### config.mk
export PLATFORM = sky130hd
export DESIGN_NAME = plc_device_access_command_decoder
export DESIGN_NICKNAME = d
export VERILOG_FILES = /design/src/plc_access_pkg.sv /design/src/plc_device_access_command_decoder.sv /design/src/cmd_limit_table.sv /design/src/monitor_store.sv
export SDC_FILE = /design/constraint.sdc
export NUM_CORES = 2
export LEC_CHECK = 0
export BUFFER_PORTS_ARGS = -buffer_cell sky130_fd_sc_hd__buf_2
export CAP_MARGIN = 10
export CORE_MARGIN = 3
export CORE_UTILIZATION = 56
export CTS_CLUSTER_DIAMETER = 100
export DETAILED_ROUTE_END_ITERATION = 12
export HOLD_SLACK_MARGIN = 0.12
export PLACE_DENSITY_LB_ADDON = 0.3
export SLEW_MARGIN = 20
export SYNTH_ARGS = -nofsm -noshare
export SYNTH_HDL_FRONTEND = slang
export SYNTH_SLANG_ARGS = --single-unit
### constraint.sdc
create_clock -name clk -period 3.2 [get_ports clk]
set_clock_uncertainty 0.2 [all_clocks]
set_input_delay 0.48 -clock clk [delete_from_list [all_inputs] [get_ports clk]]
set_output_delay 0.48 -clock clk [all_outputs]
set_load 0.01 [all_outputs]
### src/plc_access_pkg.sv
package plc_access_pkg;

	// Command codes
	localparam logic [7:0] CMD_BIT_READ      = 8'h00;
	localparam logic [7:0] CMD_WORD_READ     = 8'h01;
	localparam logic [7:0] CMD_BIT_WRITE     = 8'h02;
	localparam logic [7:0] CMD_WORD_WRITE    = 8'h03;
	localparam logic [7:0] CMD_BIT_TEST      = 8'h04;
	localparam logic [7:0] CMD_WORD_TEST     = 8'h05;
	localparam logic [7:0] CMD_BIT_MON_REG   = 8'h06;
	localparam logic [7:0] CMD_WORD_MON_REG  = 8'h07;
	localparam logic [7:0] CMD_BIT_MON       = 8'h08;
	localparam logic [7:0] CMD_WORD_MON      = 8'h09;
	localparam logic [7:0] CMD_BUF_READ      = 8'h0E;
	localparam logic [7:0] CMD_BUF_WRITE     = 8'h0F;
	localparam logic [7:0] CMD_EXT_READ      = 8'h17;
	localparam logic [7:0] CMD_EXT_WRITE     = 8'h18;
	localparam logic [7:0] CMD_EXT_TEST      = 8'h19;
	localparam logic [7:0] CMD_EXT_MON_REG   = 8'h1A;
	localparam logic [7:0] CMD_EXT_MON       = 8'h1B;
	localparam logic [7:0] CMD_EXT_DIR_READ  = 8'h3B;
	localparam logic [7:0] CMD_EXT_DIR_WRITE = 8'h3C;

	// Point limits per request
	localparam logic [8:0] LIM_256 = 9'h100;
	localparam logic [8:0] LIM_128 = 9'h080;
	localparam logic [8:0] LIM_80  = 9'h050;
	localparam logic [8:0] LIM_40  = 9'h028;
	localparam logic [8:0] LIM_20  = 9'h014;
	localparam logic [8:0] LIM_0   = 9'h000;

	// Response status
	localparam logic [2:0] ST_OK        = 3'h0;
	localparam logic [2:0] ST_BAD_CODE  = 3'h1;
	localparam logic [2:0] ST_BAD_COUNT = 3'h2;
	localparam logic [2:0] ST_WRITE_OFF = 3'h3;
	localparam logic [2:0] ST_NOT_REG   = 3'h4;
	localparam logic [2:0] ST_CPU_ERR   = 3'h5;

	// Monitor store
	localparam int         MON_AW      = 7;
	localparam int         ENTRY_W     = 16;
	localparam logic       BANK_DEV    = 1'b0;
	localparam logic       BANK_EXT    = 1'b1;
	localparam logic [5:0] IDX_RESET   = 6'h00;

	typedef enum logic [1:0] {
		KIND_PLAIN,
		KIND_REGISTER,
		KIND_MONITOR
	} cmd_kind_t;

endpackage

### src/plc_device_access_command_decoder.sv
`timescale 1ns/1ps
module plc_device_access_command_decoder (
	input  wire logic                                 clk,
	input  wire logic                                 resetn,
	input  wire logic                                 reqValid,
	output logic                                      reqReady,
	input  wire logic [7:0]                           reqCode,
	input  wire logic [7:0]                           reqStation,
	input  wire logic [8:0]                           reqCount,
	input  wire logic                                 reqWordBits,
	input  wire logic                                 entryValid,
	output logic                                      entryReady,
	input  wire logic [plc_access_pkg::ENTRY_W-1:0]   entryAddr,
	input  wire logic                                 runWritePermitSwitch,
	input  wire logic                                 cpuRunning,
	output logic                                      cpuReq,
	output logic [7:0]                                cpuCode,
	output logic [7:0]                                cpuStation,
	output logic [8:0]                                cpuCount,
	output logic                                      cpuEntryValid,
	output logic [plc_access_pkg::ENTRY_W-1:0]        cpuEntryAddr,
	input  wire logic                                 cpuDone,
	input  wire logic                                 cpuError,
	output logic                                      respValid,
	output logic [2:0]                                respStatus
);
	import plc_access_pkg::*;

	typedef enum logic [2:0] {S_IDLE, S_LOAD, S_REPLAY, S_CPU, S_RESP} state_t;

	state_t      state_reg, state_next;
	logic [7:0]  code_reg, code_next;
	logic [7:0]  station_reg, station_next;
	logic [8:0]  count_reg, count_next;
	logic        bank_reg, bank_next;
	logic [5:0]  idx_reg, idx_next;
	logic        rdPend_reg, rdPend_next;
	logic [5:0]  devCnt_reg, devCnt_next;
	logic        devWord_reg, devWord_next;
	logic [5:0]  extCnt_reg, extCnt_next;
	logic        cpuReq_reg, cpuReq_next;
	logic        entryReady_reg, entryReady_next;
	logic        respValid_reg, respValid_next;
	logic        reqReady_reg, reqReady_next;
	logic [2:0]  respStatus_reg, respStatus_next;
	logic        permitMeta_reg, permit_reg;

	logic            known;
	logic            isWrite;
	logic [8:0]      limit;
	cmd_kind_t       kind;
	logic            bank;
	logic            accept;
	logic            memWrEn;
	logic [MON_AW-1:0] memRdAddr;
	logic [5:0]      bankCnt;
	logic            regOk;

	cmd_limit_table u_table (
		.code     (reqCode),
		.wordBits (reqWordBits),
		.known    (known),
		.isWrite  (isWrite),
		.limit    (limit),
		.kind     (kind),
		.bank     (bank)
	);

	monitor_store u_store (
		.clk    (clk),
		.wrEn   (memWrEn),
		.wrAddr ({bank_reg, idx_reg}),
		.wrData (entryAddr),
		.rdAddr (memRdAddr),
		.rdData (cpuEntryAddr)
	);

	// Switch pin synchroniser
	always_ff @(posedge clk or negedge resetn) begin
		if (!resetn) begin
			permitMeta_reg <= 1'b0;
			permit_reg     <= 1'b0;
		end else begin
			permitMeta_reg <= runWritePermitSwitch;
			permit_reg     <= permitMeta_reg;
		end
	end

	assign accept    = reqValid && reqReady_reg;
	assign memWrEn   = (state_reg == S_LOAD) && entryValid && entryReady_reg;
	assign memRdAddr = {bank_reg, idx_reg};
	assign bankCnt   = (bank == BANK_EXT) ? extCnt_reg : devCnt_reg;
	assign regOk     = (bankCnt != IDX_RESET) &&
	                   ((bank == BANK_EXT) || (devWord_reg == (reqCode == CMD_WORD_MON)));

	always_comb begin
		state_next      = state_reg;
		code_next       = code_reg;
		station_next    = station_reg;
		count_next      = count_reg;
		bank_next       = bank_reg;
		idx_next        = idx_reg;
		rdPend_next     = 1'b0;
		devCnt_next     = devCnt_reg;
		devWord_next    = devWord_reg;
		extCnt_next     = extCnt_reg;
		cpuReq_next     = cpuReq_reg;
		entryReady_next = entryReady_reg;
		respValid_next  = 1'b0;
		respStatus_next = respStatus_reg;
		case (state_reg)
			S_IDLE: begin
				if (accept) begin
					code_next    = reqCode;
					station_next = reqStation;
					count_next   = reqCount;
					bank_next    = bank;
					idx_next     = IDX_RESET;
					if (!known) begin
						respStatus_next = ST_BAD_CODE;
						respValid_next  = 1'b1;
						state_next      = S_RESP;
					end else if (kind != KIND_MONITOR &&
					             (reqCount > limit || reqCount == LIM_0)) begin
						respStatus_next = ST_BAD_COUNT;
						respValid_next  = 1'b1;
						state_next      = S_RESP;
					end else if (isWrite && cpuRunning && !permit_reg) begin
						respStatus_next = ST_WRITE_OFF;
						respValid_next  = 1'b1;
						state_next      = S_RESP;
					end else if (kind == KIND_MONITOR && !regOk) begin
						respStatus_next = ST_NOT_REG;
						respValid_next  = 1'b1;
						state_next      = S_RESP;
					end else if (kind == KIND_REGISTER) begin
						if (bank == BANK_EXT) begin
							extCnt_next = IDX_RESET;
						end else begin
							devCnt_next  = IDX_RESET;
							devWord_next = (reqCode == CMD_WORD_MON_REG);
						end
						entryReady_next = 1'b1;
						state_next      = S_LOAD;
					end else if (kind == KIND_MONITOR) begin
						count_next = {3'h0, bankCnt};
						state_next = S_REPLAY;
					end else begin
						cpuReq_next = 1'b1;
						state_next  = S_CPU;
					end
				end
			end
			S_LOAD: begin
				if (memWrEn) begin
					idx_next = idx_reg + 6'h01;
					if ({3'h0, idx_reg} == count_reg - 9'h001) begin
						if (bank_reg == BANK_EXT) begin
							extCnt_next = idx_reg + 6'h01;
						end else begin
							devCnt_next = idx_reg + 6'h01;
						end
						entryReady_next = 1'b0;
						cpuReq_next     = 1'b1;
						state_next      = S_CPU;
					end
				end
			end
			S_REPLAY: begin
				if ({3'h0, idx_reg} != count_reg) begin
					rdPend_next = 1'b1;
					idx_next    = idx_reg + 6'h01;
				end else if (!rdPend_reg) begin
					cpuReq_next = 1'b1;
					state_next  = S_CPU;
				end
			end
			S_CPU: begin
				if (cpuDone) begin
					cpuReq_next     = 1'b0;
					respStatus_next = cpuError ? ST_CPU_ERR : ST_OK;
					respValid_next  = 1'b1;
					state_next      = S_RESP;
				end
			end
			S_RESP: begin
				state_next = S_IDLE;
			end
			default: state_next = S_IDLE;
		endcase
		reqReady_next = (state_next == S_IDLE);
	end

	always_ff @(posedge clk or negedge resetn) begin
		if (!resetn) begin
			state_reg      <= S_IDLE;
			code_reg       <= 8'h00;
			station_reg    <= 8'h00;
			count_reg      <= 9'h000;
			bank_reg       <= BANK_DEV;
			idx_reg        <= IDX_RESET;
			rdPend_reg     <= 1'b0;
			devCnt_reg     <= IDX_RESET;
			devWord_reg    <= 1'b0;
			extCnt_reg     <= IDX_RESET;
			cpuReq_reg     <= 1'b0;
			entryReady_reg <= 1'b0;
			respValid_reg  <= 1'b0;
			respStatus_reg <= ST_OK;
			reqReady_reg   <= 1'b0;
		end else begin
			state_reg      <= state_next;
			code_reg       <= code_next;
			station_reg    <= station_next;
			count_reg      <= count_next;
			bank_reg       <= bank_next;
			idx_reg        <= idx_next;
			rdPend_reg     <= rdPend_next;
			devCnt_reg     <= devCnt_next;
			devWord_reg    <= devWord_next;
			extCnt_reg     <= extCnt_next;
			cpuReq_reg     <= cpuReq_next;
			entryReady_reg <= entryReady_next;
			respValid_reg  <= respValid_next;
			respStatus_reg <= respStatus_next;
			reqReady_reg   <= reqReady_next;
		end
	end

	assign reqReady      = reqReady_reg;
	assign entryReady    = entryReady_reg;
	assign cpuReq        = cpuReq_reg;
	assign cpuCode       = code_reg;
	assign cpuStation    = station_reg;
	assign cpuCount      = count_reg;
	assign cpuEntryValid = rdPend_reg;
	assign respValid     = respValid_reg;
	assign respStatus    = respStatus_reg;
endmodule // plc_device_access_command_decoder

### src/cmd_limit_table.sv
`timescale 1ns/1ps
module cmd_limit_table (
	input  wire logic [7:0]                  code,
	input  wire logic                        wordBits,
	output logic                             known,
	output logic                             isWrite,
	output logic [8:0]                       limit,
	output plc_access_pkg::cmd_kind_t        kind,
	output logic                             bank
);
	import plc_access_pkg::*;

	always_comb begin
		known   = 1'b1;
		isWrite = 1'b0;
		limit   = LIM_256;
		kind    = KIND_PLAIN;
		bank    = BANK_DEV;
		case (code)
			CMD_BIT_READ: limit = LIM_256;
			CMD_WORD_READ: limit = wordBits ? LIM_128 : LIM_256;
			CMD_BIT_WRITE: begin
				isWrite = 1'b1;
				limit   = LIM_256;
			end
			CMD_WORD_WRITE: begin
				isWrite = 1'b1;
				limit   = wordBits ? LIM_40 : LIM_256;
			end
			CMD_BIT_TEST: begin
				isWrite = 1'b1;
				limit   = LIM_80;
			end
			CMD_WORD_TEST: begin
				isWrite = 1'b1;
				limit   = LIM_40;
			end
			CMD_BIT_MON_REG: begin
				kind  = KIND_REGISTER;
				limit = LIM_40;
			end
			CMD_WORD_MON_REG: begin
				kind  = KIND_REGISTER;
				limit = LIM_20;
			end
			CMD_BIT_MON, CMD_WORD_MON: begin
				kind  = KIND_MONITOR;
				limit = LIM_0;
			end
			CMD_EXT_READ, CMD_EXT_DIR_READ: limit = LIM_256;
			CMD_EXT_WRITE, CMD_EXT_DIR_WRITE: begin
				isWrite = 1'b1;
				limit   = LIM_256;
			end
			CMD_EXT_TEST: begin
				isWrite = 1'b1;
				limit   = LIM_40;
			end
			CMD_EXT_MON_REG: begin
				kind  = KIND_REGISTER;
				limit = LIM_20;
				bank  = BANK_EXT;
			end
			CMD_EXT_MON: begin
				kind  = KIND_MONITOR;
				limit = LIM_0;
				bank  = BANK_EXT;
			end
			CMD_BUF_READ: limit = LIM_256;
			CMD_BUF_WRITE: begin
				isWrite = 1'b1;
				limit   = LIM_256;
			end
			default: known = 1'b0;
		endcase
	end

endmodule // cmd_limit_table

### src/monitor_store.sv
`timescale 1ns/1ps
module monitor_store (
	input  wire logic                                 clk,
	input  wire logic                                 wrEn,
	input  wire logic [plc_access_pkg::MON_AW-1:0]    wrAddr,
	input  wire logic [plc_access_pkg::ENTRY_W-1:0]   wrData,
	input  wire logic [plc_access_pkg::MON_AW-1:0]    rdAddr,
	output logic      [plc_access_pkg::ENTRY_W-1:0]   rdData
);
	import plc_access_pkg::*;

	logic [ENTRY_W-1:0] mem [0:(1<<MON_AW)-1];

	// Registered read port, no reset on storage
	always_ff @(posedge clk) begin
		if (wrEn) begin
			mem[wrAddr] <= wrData;
		end
		rdData <= mem[rdAddr];
	end

endmodule // monitor_store

# Word-level counts from Yosys, hierarchy flattened
# Memories as Yosys holds them, arrays and structs flattened. A register that Yosys moved wholly into a read port is not among the register bits.
# Cells that the tools add are included.
[op_classes]
n_shift = 0
div_mod_pow = 0
bitwise = 4
n_lt_le_gt_ge = 1
mul = 0
eq_ne = 46
addsub = 2
reduce_logical = 36
n_mux = 94
[ops]
columns = ["cell", "count"]
rows = [
  ["$mux 6", 24],
  ["$mux 9", 8],
  ["$pmux 9 s6", 1],
  ["$mux 3", 17],
  ["$eq 8x5->1 const B", 5],
  ["$ne 2x2->1 const B", 18],
  ["$mux 1", 34],
  ["$eq 8x3->1 const B", 4],
  ["$eq 8x4->1 const B", 4],
  ["$pmux 6 s2", 2],
  ["$reduce_and 11->1", 2],
  ["$reduce_or 19->1", 1],
  ["$pmux 6 s3", 1],
  ["$eq 8x2->1 const B", 2],
  ["$eq 8x6->1 const B", 2],
  ["$reduce_and 13->1", 1],
  ["$pmux 3 s4", 1],
  ["$eq 6x9->1", 1],
  ["$gt 9x9->1", 1],
  ["$logic_not 9->1", 1],
  ["$ne 6x9->1", 1],
  ["$reduce_and 9->1", 1],
  ["$reduce_or 3->1", 3],
  ["$sub 9x1->9 const B", 1],
  ["other kinds (29)", 47],
]
[totals]
input_bits = 50
ram_bits = 2048
out_inout_bits = 49
mem_count = 1
regBits = 58
latchBits = 0
wordCells = 201
romBits = 0
[memory_table]
columns = ["memory", "words", "word_bits", "rd", "rd_ports_with_merged_regs", "write_ports", "line_no", "source"]
rows = [
  ["u_store.mem", 128, 16, 1, 1, 1, "monitor_store.sv:12", "logic [ENTRY_W-1:0] mem [0:(1<<MON_AW)-1];"],
]

# Logic depth before layout (Yosys ltp)
[depth]
ltp_word = 15
depth_mapped = 15
depth_no_buf = 12

# Hierarchy
# From an unflattened synthesis, not the netlist that was laid out.
[unflattened]
cells_unflattened = 3523
area_unflattened_um2 = 82311.4
[by_module_without_submodules]
columns = ["mod", "cells_each", "area_each_um2", "seq_area_each_um2", "instances"]
rows = [
  ["monitor_store", 3086, 78522.8, 61819.3, 1],
  ["plc_device_access_command_decoder", 377, 3355.7, 1451.4, 1],
  ["cmd_limit_table", 60, 432.9, 0.0, 1],
]

# Least setup slack after synthesis
# OpenSTA, ideal clock, no wires.
[synth_path]
path_type = "input to register"
from = "in reqCode[4]"
to = "reg devCnt_reg[0]"
n_path_buf = 2
cell_stages = 13
t_required_ns = 2.875
arrival_ns = 3.350
path_slack_ns = -0.474
setup_time_ns = 0.125
path_cell_list = "clkbuf_1 nor3b_1 nand2_1 or3_1 o21a_1 ha_1 a21oi_1 a21oi_1 o31ai_1 and4_1 o21ba_2 buf_2 mux2_2"
[synth_via]
elab_chain_len = 10
elab_cells_between_ends = 53
classes_between = "order compare: 1; eq/ne: 28; mux: 6; reduce/logical: 18"
[synth_lines]
columns = ["element", "line_no", "source"]
rows = [
  ["start: declaration", "plc_device_access_command_decoder.sv:7", "input wire logic [7:0] reqCode,"],
  ["branches (longest 9 deep; another with $gt 9x9->1)", "--", ""],
  ["$reduce_and 11->1 (no line) *", "--", ""],
  ["end signal: assignment", "plc_device_access_command_decoder.sv:219", "devCnt_reg <= devCnt_next;"],
  ["end: declaration", "plc_device_access_command_decoder.sv:38", "logic [5:0] devCnt_reg, devCnt_next;"],
]
# Every way passes the cells marked *.
# A chain may end at the register's enable or synchronous reset.

==> out/metrics.cfg <==
[clocking]
clock-sinks = 2122
cts_buffers = 202
clockBufferDepth = 3
cts-root-buf = clkbuf_16
htreeDepth = 4
cts_tree = done
clk_pin_slew_ps = 60
clk_latency_ps = 880

[sta]
relSlewSlack_pct = 33.5
maxSlewViolCount = 0
fin_crit_sh_pct = 105
hold_violations = 0
tightest_slew_ps = 994
finalSetupViolCount = 16
rsz0062_at_grt = true
period_minus_slack_ps = 3350
fmax_mhz = 299
layout_setup_ws_ps = -146

[synthesis]
synth_nets = 4692
postSynthCellCount = 4633
yosysUniqueCellTypes = 95
ys_warn_count = 0
async_flop_share_pct = 2.73
synth_seq_cells = 2122
synth_edf_count = 2048
yosys_most_used_dff = edfxtp_1
syn_avg_cell_area_um2 = 17.5
netlist_area_um2 = 80900
synth_seq_area_share_pct = 78.2

[detailed_routing]
route.vias.total = 53200
routed_wl_um = 270000
wl_per_cell_um = 35.7
drtIter0Drc = 8968
ant_nets = 0
drc_errors = 0
drtPass1Iterations = 8
viasPerCell = 7.04

[min_path]
hold_end = permit_reg
whs_path_depth = 0
hold_path.startpoint = permitMeta_reg
min_path_type = reg2reg

[cells_and_area]
final_common_cell = edfxtp_1
fin_cells = 7557
final_cell_area_um2 = 99300
nets = 5545
layout_common_cells = edfxtp_1 (2048), buf_4 (651), a22oi_1 (524)
layout-drive-gt1-share_pct = 26.0
syn_to_final_growth_pct = 22.8
largest_reg_flops = 2048
regMostFlops = u_store.mem

[setup_path]
start_kind = register
ff2ff_path_depth = 12
cp_common_cell = buf_4
crit_slowest_cell = dfrtp_4
critical_path_class = reg2reg
reg2reg_to = u_store.rdData[10]
ff2ff_setup_slack_ps = -150
max_stage_delay_ps = 500
worstReg2RegStart = idx_reg[1]
arrival_ps = 3890
cp_max_fo = 6
end_kind = register
crit_required_ps = 3740
cp_cell_sequence = clkbuf_4 > and3b_4 > buf_12 > buf_8 > a2111oi_1 > and3_1 > buf_4 > o21ai_0 > nor4b_1 > buf_4 > o2111ai_1 > buf_4

[placement]
placed_area_um2 = 90400
io_buffers = 98
place.gp.congestion = 0.989
dp.cells = 7068
post-place-ws_ps = -485
dp.final_hpwl_um = 170000

[status]
status = complete, but fails checks
violations = negative setup slack

[grt]
grt_max_degree = 129
grt_pass1_wl_um = 374000
gr-total-overflow = 0
grt_usage_pct = 35.7
grt_pass1_vias = 50600
antenna_found_initial = 24

[run]
maxCapViolCount = 0

[pwr]
p_leak_nw = 32.7
power_density_nw_per_um2 = 629
vdd_ir_drop_max_v = 0.000662

[floorplanning]
dieArea_um2 = 149000
rows = 138
chipWidth_um = 386
coreArea_um2 = 142000
io-pin-count = 99
die_y_um = 386
start_util_pct = 56.8

-- critical path, delay by kind of cell, from the launching register on --
kind                   cells  cell delay (ps)
buffers and inverters      6             1060
flip-flops                 1              500
AO/OA/AOI/OAI              3              690
AND/OR/NAND/NOR            3              780
-- power by group --
part / internal (mW) / leakage (nW) / switching (mW)
Clock: 13.8 / 3.29 / 10.6
Sequential: 30.7 / 19.3 / 0.319
Combinational: 2.75 / 10.2 / 4.33
-- logic make-up after synthesis --
group	Yosys count	synth area share, %
flip-flops	2122	78.2
AO/OA/AOI/OAI	1222	11.7
AND/OR/NAND/NOR	780	5.83
buffers and inverters	372	2.16
multiplexers	117	1.83
XOR/XNOR	11	0.119
adder cells (fa/ha/maj)	9	0.139
-- cells in the mapped netlist (all sizes together), types with 26 or more instances --
| master | number | area share (%) |
|---|---|---|
| dfrtp | 58 | 1.8 |
| nor4bb | 52 | 0.64 |
| a22o | 118 | 1.3 |
| nor2 | 189 | 0.88 |
| a2111oi | 57 | 0.66 |
| o21ai | 45 | 0.28 |
| a31oi | 98 | 0.76 |
| a221oi | 140 | 1.5 |
| a41oi | 26 | 0.28 |
| buf | 234 | 1.5 |
| a21oi | 49 | 0.30 |
| edfxtp | 2048 | 76 |
| and4 | 55 | 0.60 |
| clkbuf | 114 | 0.53 |
| nor4b | 45 | 0.50 |
| nor4 | 26 | 0.20 |
| nand4 | 57 | 0.44 |
| a22oi | 537 | 5.0 |
| mux2 | 64 | 0.89 |
| nand3 | 36 | 0.22 |
| and4b | 49 | 0.61 |
| mux2i | 35 | 0.43 |
| nand2 | 154 | 0.71 |
-- metrics by stage --
stage               total power [mW]  setup TNS [ps]  hold slack (ps)  util (%)
CTS                             62.1           -53.5              175      69.0
global route                    63.9           -1460              180      69.7
detailed placement              37.9           -8610              148      63.5
finish                          62.5            -623              171      69.7
floorplan                       34.4         -248340            -15.6         -
global placement                37.8           -7880              144      63.5
-- area by class of cell --
type	instances	area, um^2
antenna	7	17.5
clock buffer	250	5300
sequential	2122	63300
inverter	24	90.1
tap	1890	2360
fill	8775	43100
clock inverter	128	1510
multi-input combinational	2139	16800
timing repair buffer	997	9900
-- layer usage --
layer,up-vias,part of all wire [%],global-route usage [%]
li1,21200,-,-
met1,26600,35,48.3
met2,4597,44,52.7
met3,795,14,10.9
met4,18,6.2,18.6
met5,-,0.041,0
-- worst max path at each step --
| stage | to | start | slack [ps] |
|---|---|---|---|
| finish | u_store.rdData[10] | idx_reg[1] | -150 |
| global route | u_store.rdData[10] | idx_reg[1] | -240 |
| CTS | u_store.rdData[13] | idx_reg[0] | -40 |
| detailed placement | u_store.rdData[13] | idx_reg[0] | -480 |
| global placement | u_store.rdData[13] | idx_reg[0] | -470 |
| floorplan | u_store.mem[106][0] | idx_reg[2] | -250 |
-- what timing repair did --
action	CTS	global route
gates resized for setup	68	116
hold buffers	69	0
setup endpoints to repair	30	103
cloned	0	5
setup buffers	15	21
hold endpoints to repair	921	0
pin swaps	13	29
No activity file was read; power rests on OpenSTA's default activity.
